File: config.mk
export PLATFORM = sky130hd
export DESIGN_NAME = pmt_timer
export DESIGN_NICKNAME = d
export VERILOG_FILES = /design/src/logic/pmt_timer.v
export VERILOG_INCLUDE_DIRS = /design/src /design/src/shared
export SDC_FILE = /design/constraint.sdc
export NUM_CORES = 1
export LEC_CHECK = 0
export BUFFER_PORTS_ARGS = -buffer_cell sky130_fd_sc_hd__buf_4
export CAP_MARGIN = 20
export CORE_UTILIZATION = 45
export CTS_BUF_LIST = sky130_fd_sc_hd__clkbuf_2
export DETAILED_ROUTE_END_ITERATION = 8
export GPL_ROUTABILITY_DRIVEN = 0
export PLACE_DENSITY = 0.82
export SETUP_SLACK_MARGIN = 0.05
export SYNTH_ARGS = -nofsm -noshare
export SYNTH_HDL_FRONTEND = slang
export SYNTH_SLANG_ARGS = --single-unit
export TNS_END_PERCENT = 5
File: constraint.sdc
create_clock -name pclk -period 2.5 [get_ports pclk]
set_input_delay 0 -clock pclk [delete_from_list [all_inputs] [get_ports pclk]]
set_output_delay 0 -clock pclk [all_outputs]
set_load 0.005 [all_outputs]
File: src/shared/pmt_defines.vh
`ifndef PMT_DEFINES_VH
`define PMT_DEFINES_VH

// register byte addresses
`define PMT_ADDR_CONTROL   8'h00
`define PMT_ADDR_COUNT     8'h04
`define PMT_ADDR_PERIOD    8'h08
`define PMT_ADDR_FLAGS     8'h0C
`define PMT_ADDR_ENABLES   8'h10

// control field positions
`define PMT_CTL_POST_HI    6
`define PMT_CTL_POST_LO    3
`define PMT_CTL_RUN        2
`define PMT_CTL_PRE_HI     1
`define PMT_CTL_PRE_LO     0

// flag and enable bit position
`define PMT_MATCH_BIT      1

// reset values
`define PMT_RST_CONTROL    8'h00
`define PMT_RST_COUNT      8'h00
`define PMT_RST_PERIOD     8'hFF

// instruction clock is the system clock divided by this count plus one
`define PMT_INSTR_DIV      2'h3

// prescale terminal counts (divide minus one)
`define PMT_PRE_DIV1       4'h0
`define PMT_PRE_DIV4       4'h3
`define PMT_PRE_DIV16      4'hF

`endif

File: src/logic/pmt_timer.v
// Functional notes
// when running, count advances by one from zero per prescaled instruction tick.
// prescale select 00 divides by 1, 01 by 4, 1x by 16.
// count compared with period each cycle; equality at a prescaled instruction tick gives match pulse.
// on match count loads zero next tick; postscaler advances by one.
// reset clears count and sets period to all ones.
// count write, control write or reset clears prescaler and postscaler.
// control write leaves count value unchanged.
// postscale field plus one matches per flag event.
// postscaler completion latches match flag at bit 1 of flag register.
// flag raises interrupt only while enable bit 1 is set.
// run bit 2 of control starts and stops the timer.
// control: postscale 6..3, run 2, prescale 1..0, bit 7 reads zero.
// count and period readable and writable directly, unbuffered.
// unscaled match pulse offered to capture/compare/pwm logic.
// match pulse offered as serial port shift clock source.
// count and period are both eight bits wide.
// with run clear, counters hold and no match or flag occurs.
// match flag stays set until software clears it.
`include "pmt_defines.vh"

module pmt_timer (
	input  wire        pclk,
	input  wire        presetn,
	input  wire        psel,
	input  wire        penable,
	input  wire        pwrite,
	input  wire [7:0]  paddr,
	input  wire [31:0] pwdata,
	output reg  [31:0] prdata,
	output wire        pready,
	output wire        pslverr,
	output wire        irq,
	output reg         ccp_time_base,
	output reg         ssp_shift_clock
);

////////////////////////////////////////////////////////////////////////////////
// register bus

	reg  [6:0] timer_control;
	reg  [7:0] count_value;
	reg  [7:0] period_value;
	reg        match_flag;
	reg        match_irq_enable;
	reg  [1:0] instr_div;
	reg  [3:0] prescale_count;
	reg  [3:0] postscale_count;

	reg  [31:0] next_prdata;

	wire       wr_access;
	wire       addr_ok;
	wire       wr_control;
	wire       wr_count;
	wire       wr_period;
	wire       wr_flags;
	wire       wr_enables;

	// zero wait states: every access completes in its first access cycle
	assign pready    = 1'b1;
	assign wr_access = psel & penable & pwrite;
	assign addr_ok   = (paddr == `PMT_ADDR_CONTROL) | (paddr == `PMT_ADDR_COUNT) |
	                   (paddr == `PMT_ADDR_PERIOD)  | (paddr == `PMT_ADDR_FLAGS) |
	                   (paddr == `PMT_ADDR_ENABLES);
	assign pslverr   = psel & penable & ~addr_ok;

	assign wr_control = wr_access & (paddr == `PMT_ADDR_CONTROL);
	assign wr_count   = wr_access & (paddr == `PMT_ADDR_COUNT);
	assign wr_period  = wr_access & (paddr == `PMT_ADDR_PERIOD);
	assign wr_flags   = wr_access & (paddr == `PMT_ADDR_FLAGS);
	assign wr_enables = wr_access & (paddr == `PMT_ADDR_ENABLES);

	always @*
	begin
		case (paddr)
			`PMT_ADDR_CONTROL: next_prdata = {25'h0000000, timer_control};
			`PMT_ADDR_COUNT:   next_prdata = {24'h000000, count_value};
			`PMT_ADDR_PERIOD:  next_prdata = {24'h000000, period_value};
			`PMT_ADDR_FLAGS:   next_prdata = {30'h00000000, match_flag, 1'b0};
			`PMT_ADDR_ENABLES: next_prdata = {30'h00000000, match_irq_enable, 1'b0};
			default:           next_prdata = 32'h00000000;
		endcase
	end

	// captured in the setup cycle: leaves a flip-flop yet needs no wait state
	always @(posedge pclk or negedge presetn)
	begin
		if (!presetn)
			prdata <= 32'h00000000;
		else if (psel & ~penable)
			prdata <= next_prdata;
	end

////////////////////////////////////////////////////////////////////////////////
// timer core

	wire       run;
	wire [1:0] prescale_select;
	wire [3:0] postscale_select;
	wire       instr_tick;
	wire       pre_tick;
	wire       match;
	wire       post_done;
	reg  [3:0] pre_limit;

	assign run              = timer_control[`PMT_CTL_RUN];
	assign prescale_select  = timer_control[`PMT_CTL_PRE_HI:`PMT_CTL_PRE_LO];
	assign postscale_select = timer_control[`PMT_CTL_POST_HI:`PMT_CTL_POST_LO];

	always @*
	begin
		case (prescale_select)
			2'h0:    pre_limit = `PMT_PRE_DIV1;
			2'h1:    pre_limit = `PMT_PRE_DIV4;
			default: pre_limit = `PMT_PRE_DIV16;
		endcase
	end

	assign instr_tick = run & (instr_div == `PMT_INSTR_DIV);
	assign pre_tick   = instr_tick & (prescale_count == pre_limit);
	// compare runs continuously; the pulse is qualified by the tick so that a
	// stopped timer sitting on its period value does not keep firing
	assign match      = pre_tick & (count_value == period_value);
	assign post_done  = match & (postscale_count == postscale_select);

	// instruction clock phase divider; held while stopped
	always @(posedge pclk or negedge presetn)
	begin
		if (!presetn)
			instr_div <= 2'h0;
		else if (run)
			instr_div <= instr_div + 2'h1;
	end

	always @(posedge pclk or negedge presetn)
	begin
		if (!presetn)
			prescale_count <= 4'h0;
		else if (wr_count | wr_control)
			prescale_count <= 4'h0;
		else if (pre_tick)
			prescale_count <= 4'h0;
		else if (instr_tick)
			prescale_count <= prescale_count + 4'h1;
	end

	always @(posedge pclk or negedge presetn)
	begin
		if (!presetn)
			postscale_count <= 4'h0;
		else if (wr_count | wr_control)
			postscale_count <= 4'h0;
		else if (post_done)
			postscale_count <= 4'h0;
		else if (match)
			postscale_count <= postscale_count + 4'h1;
	end

	// control writes never touch the count register
	always @(posedge pclk or negedge presetn)
	begin
		if (!presetn)
			count_value <= `PMT_RST_COUNT;
		else if (wr_count)
			count_value <= pwdata[7:0];
		else if (match)
			count_value <= 8'h00;
		else if (pre_tick)
			count_value <= count_value + 8'h01;
	end

	always @(posedge pclk or negedge presetn)
	begin
		if (!presetn)
			period_value <= `PMT_RST_PERIOD;
		else if (wr_period)
			period_value <= pwdata[7:0];
	end

	always @(posedge pclk or negedge presetn)
	begin
		if (!presetn)
			timer_control <= 7'h00;
		else if (wr_control)
			timer_control <= pwdata[6:0];
	end

////////////////////////////////////////////////////////////////////////////////
// interrupt flag and enable

	// set wins over a simultaneous write-one-to-clear
	always @(posedge pclk or negedge presetn)
	begin
		if (!presetn)
			match_flag <= 1'b0;
		else if (post_done)
			match_flag <= 1'b1;
		else if (wr_flags & pwdata[`PMT_MATCH_BIT])
			match_flag <= 1'b0;
	end

	always @(posedge pclk or negedge presetn)
	begin
		if (!presetn)
			match_irq_enable <= 1'b0;
		else if (wr_enables)
			match_irq_enable <= pwdata[`PMT_MATCH_BIT];
	end

	assign irq = match_flag & match_irq_enable;

	// registered copies of the unscaled match for neighbouring peripherals
	always @(posedge pclk or negedge presetn)
	begin
		if (!presetn)
		begin
			ccp_time_base   <= 1'b0;
			ssp_shift_clock <= 1'b0;
		end
		else
		begin
			ccp_time_base   <= match;
			ssp_shift_clock <= match;
		end
	end

endmodule

Word level (Yosys, flattened, before mapping)
Cells that the tools add are included.

Register bits: 68. Output and inout port bits: 37. Word-level logic and storage cells: 64.

$add $sub $neg: 4. Equal/unequal tests: 9. Muxes and demuxes: 13. Bitwise gates (word level): 22. Reduce and logical (&&, ||, !) cells: 6.

Operators by type and width (number): one-hot mux 8 bit (5 select lines) (1); two-way mux 4 bit (6); two-way mux 8 bit (3); == test 8 x 4 -> 1 bit, second input constant (2); bitwise AND 1 bit (15); nonzero test 3 bit (3); adder 4 x 1 -> 4 bit, second input constant (2); adder 8 x 1 -> 8 bit, second input constant (1); == test 4 bit (2); == test 8 x 3 -> 1 bit, second input constant (1); == test 8 x 5 -> 1 bit, second input constant (1); == test 8 bit (1); logical NOT 8 bit (1); one-hot mux 4 bit (2 select lines) (1); bitwise OR 1 bit (5); adder 2 x 1 -> 2 bit, second input constant (1); == test 2 x 1 -> 1 bit, second input constant (1); == test 2 bit, second input constant (1); logical NOT 2 bit (1); two-way mux 1 bit (2); NOT 1 bit (2); nonzero test 2 bit (1).

Logic depth before layout (Yosys ltp)
Word-level depth: 8. Gate-level depth with buffers: 7. Depth with buffers taken out: 6.

Worst setup path after synthesis
OpenSTA, ideal clock, no wires.

Kind: reg-to-reg. Start point: reg prescale_count[0]. End point: reg postscale_count[2]. Setup time: 0.077 ns. Data arrival time: 1.978 ns. Data required time: 2.423 ns. Slack: 0.444 ns. Cell stages (with the launch flop): 6. Buffers on the path: 0. Cell sequence: dfrtp_1 > or3_4 > a2111oi_4 > o211ai_2 > or4b_1 > a21oi_1.

Word-level cells in the longest chain between the ends: 6.

RTL lines: start, declared (line pmt_timer.v:47) `reg [3:0] prescale_count;`; start signal, assigned (line pmt_timer.v:145) `prescale_count <= prescale_count + 4'h1;`; == test 4 bit (*) (line pmt_timer.v:121) `assign pre_tick = instr_tick & (prescale_count == pre_limit);`; bitwise AND 1 bit (*) (line pmt_timer.v:121); bitwise AND 1 bit (*) (line pmt_timer.v:124) `assign match = pre_tick & (count_value == period_value);`; bitwise AND 1 bit (line pmt_timer.v:125) `assign post_done = match & (postscale_count == postscale_select);`; two-way mux 4 bit (line pmt_timer.v:154) `else if (post_done)`; two-way mux 4 bit (line pmt_timer.v:152) `else if (wr_count | wr_control)`; end signal, assigned (line pmt_timer.v:157) `postscale_count <= postscale_count + 4'h1;`; end, declared (line pmt_timer.v:48) `reg [3:0] postscale_count;`.

Every way passes the cells marked *; elsewhere a longest branch is shown, timed or not. A chain may end at the register's enable or synchronous reset.

Worst setup path after layout
Same ends and word-level chain as after synthesis.

==> impl_metrics.csv <==
group,metric,value,unit
floorplanning,placementRows,27,
global_routing,grt_max_degree,45,
clock_tree,cts_resized,0,
yosys,synth.distinct_cells,47,
routing,wl_per_cell,14.5,µm
routing,drcViolationCount,0,
floorplanning,die_area,0.00619,mm²
clock_tree,cts_made_buffers,5,
clock_tree,cts_tree,"done",
global_routing,grt.total_usage,19.8,%
job,max_cap_violations,0,
critical_path,path_delay_family,"simple AND/OR/NAND/NOR gates",
finish,finalNetCount,367,
power_and_ir_drop,p_leak,1.36,nW
clock_tree,htree_num_levels,2,
finish,insertedDiodeCount,0,
clock_tree,cts_hold_buf,14,
power_and_ir_drop,ir_worst_vdd,281,µV
yosys,ys_warn_count,0,
global_routing,grt_pass1_vias,2000,
clock_tree,clk-insertion-delay-late,420,ps
sta,min_period_over_period,91.0,%
power_and_ir_drop,p_per_area,462,mW/mm²
yosys,avgSynthCellArea,9.69,µm²
global_routing,grt_overflow_total,0,
critical_path,critical_path_class,"reg2reg",
placed_design,dp_hpwl,4.04,mm
placed_design,numPortBuffers,32,
floorplanning,io_pins,82,
floorplanning,die_y,78.7,µm
sta,slew_violations,0,
global_routing,grt_antenna_before_repair,0,
finish,n_fill_cell,479,
yosys,synth_edf_count,0,
clock_tree,clock-sinks,44,
sta,post-route-min-period,2280,ps
yosys,ys.flop_type,"dfrtp_1",
yosys,async_flop_share,100,%
clock_tree,cts_setup_buffers,0,
critical_path,endpoint_kind,"flop",
global_routing,grt_pass1_wl,9.56,mm
finish,finalInstanceArea,0.00307,mm²
placed_design,placed_cell_area,0.00284,mm²
yosys,syn_area,0.00265,mm²
critical_path,slowest_stage,"or4b_1",
critical_path,critPathMaxFanout,8,
clock_tree,path_clk_slew,240,ps
status,status,"finished clean",
clock_tree,clockBufferDepth,2,
routing,ant_nets,0,
sta,setup_violations,0,
floorplanning,chipWidth,78.7,µm
yosys,ys_ff_latch,44,
critical_path,critPathLaunchType,"flop",
floorplanning,start_util,47.5,%
clock_tree,cts-root-buf,"clkbuf_2",
routing,drtPass1Iterations,4,
sta,tightest_slew,645,ps
yosys,netlist_instances,273,
sta,hold_violations,0,
sta,slew_headroom,56.9,%
finish,layout-drive-gt1-share,24.1,%
floorplanning,core_area,0.00557,mm²
sta,worst_clock_skew,28.2,ps
routing,drtIter0Drc,186,
routing,routed_via_density,5.45,
yosys,ys_seq_area_share,42.0,%
critical_path,crit_buf_inv,0,
critical_path,arrival,2650,ps
finish,area_growth,16.1,%
sta,setup_tns,0,ps
critical_path,crit_path_cell_trace,"or3_4 > a2111oi_4 > o211ai_2 > or4b_1 > a21oi_1",
sta,grt_setup_unrepaired,"no",
routing,wirelength,5.69,mm
hold_path,hp-class,"in2reg",
critical_path,cpPeakStageDelay,510,ps
routing,num_vias,2131,
critical_path,cp_data_required_time,2880,ps
sta,max_freq,439,MHz
-- per-stage QoR --
stage	hold WS, ps	instances	worst slack (ps)	utilization [%]	power, mW
floorplan	-296	296	444	-	0.865
global placement	27.7	369	355	51.0	0.895
detailed placement	34.0	369	257	51.0	0.902
CTS	4.23	391	229	55.1	1.42
global route	13.7	391	67.2	55.1	1.47
finish	22.6	391	224	55.1	1.42
-- state kept, by name, indices dropped and copies added (netlist names), 2 cells and up --
register and flops:
period_value 8, prdata 8, timer_control 7, count_value 8, instr_div 2, postscale_count 4, prescale_count 4
-- path summary, 6_finish.rpt --
path / from / to / slack [ps] / cells past startpoint
min in group asynchronous: presetn / prescale_count[2]$_DFFE_PN0P_ / 50 / 2
worst max-delay path: prescale_count[0]$_DFFE_PN0P_ / postscale_count[2]$_DFFE_PN0P_ / 220 / 5
worst max register to register: prescale_count[0]$_DFFE_PN0P_ / postscale_count[2]$_DFFE_PN0P_ / 220 / 5
max in group asynchronous: presetn / period_value[0]$_DFFE_PN1P_ / 2020 / 2
worst min-delay path: paddr[2] / match_flag$_DFFE_PN0P_ / 20 / 4
worst min register to register: instr_div[0]$_DFFE_PN0P_ / instr_div[0]$_DFFE_PN0P_ / 500 / 1
-- report_power, final --
group          internal, mW  switching (mW)  total, mW
Sequential            0.735          0.0215      0.757
Combinational        0.0697          0.0794      0.149
Clock                 0.274           0.239      0.513
Total                  1.08           0.340       1.42
-- metal layers --
metal / up-vias / wire length (µm) / track usage, %
met3: 12 / 303 / 4.07
met1: 1013 / 2580 / 26.9
met5: - / 0 / 0
met2: 90 / 2710 / 31.8
met4: 0 / 92 / 5.74
li1: 1016 / - / -
-- worst min-delay path: cells and delay by family --
family                 cells  cell delay, ps
buffers and inverters      1             180
AOI/OAI and AO/OA          2             170
and+or+nand+nor            1              90
-- cell usage after synthesis, types with 6 or more instances --
library cell	n	area, µm²
nand2_1	27	101
dfstp_2	8	210
xor2_1	9	78.8
buf_4	26	195
nor3_1	9	45.0
a21oi_1	23	115
nor2_1	17	63.8
o21ai_0	16	80.1
dfrtp_1	36	901
or3_1	6	37.5
mux2i_1	6	60.1
nand3_1	9	45.0
mux2_2	15	169
-- layout by cell type (no fill, tap or decap), types with 2 or more instances in the layout --
| master | n |
|---|---|
| dfrtp_1 | 36 |
| buf_4 | 33 |
| nand2_1 | 27 |
| conb_1 | 25 |
| a21oi_1 | 23 |
| nor2_1 | 17 |
| o21ai_0 | 16 |
| mux2_2 | 15 |
| dlygate4sd3_1 | 14 |
| nand3_1 | 9 |
| xor2_1 | 9 |
| nor3_1 | 9 |
| dfstp_2 | 8 |
| or3_1 | 6 |
| mux2i_1 | 6 |
| clkbuf_2 | 6 |
| xnor2_1 | 5 |
| and2_1 | 4 |
| a32oi_1 | 4 |
| o21ai_1 | 4 |
| ha_1 | 4 |
| nand4_1 | 3 |
| or2_1 | 2 |
| nor4_2 | 2 |
| or2_2 | 2 |
| nor2_2 | 2 |
| nor2b_1 | 2 |
| or4_1 | 2 |
| a31oi_1 | 2 |
| nand4b_1 | 2 |
| mux2_1 | 2 |
| bufinv_16 | 2 |
-- layout make-up --
class | count | area [µm²] | share of cell area (%)
well taps | 72 | 90.1 | 2.93
flip-flops and latches | 44 | 1110 | 36.2
inverters | 1 | 3.75 | 0.122
clock inverters | 2 | 60.1 | 1.96
repair buffers | 47 | 388 | 12.6
multi-input cells | 219 | 1390 | 45.2
clock buffers | 6 | 30.0 | 0.978
-- kinds of logic after synthesis --
group	after synthesis	share of synthesized area [%]
compound gates	54	12.3
xor+xnor	14	4.64
fa+ha+maj	4	1.89
buf+inv	33	8.75
flops	44	42.0
mux	24	10.4
other cells	2	0.284
simple gates	98	19.7
No activity file was read; power rests on OpenSTA's default activity.
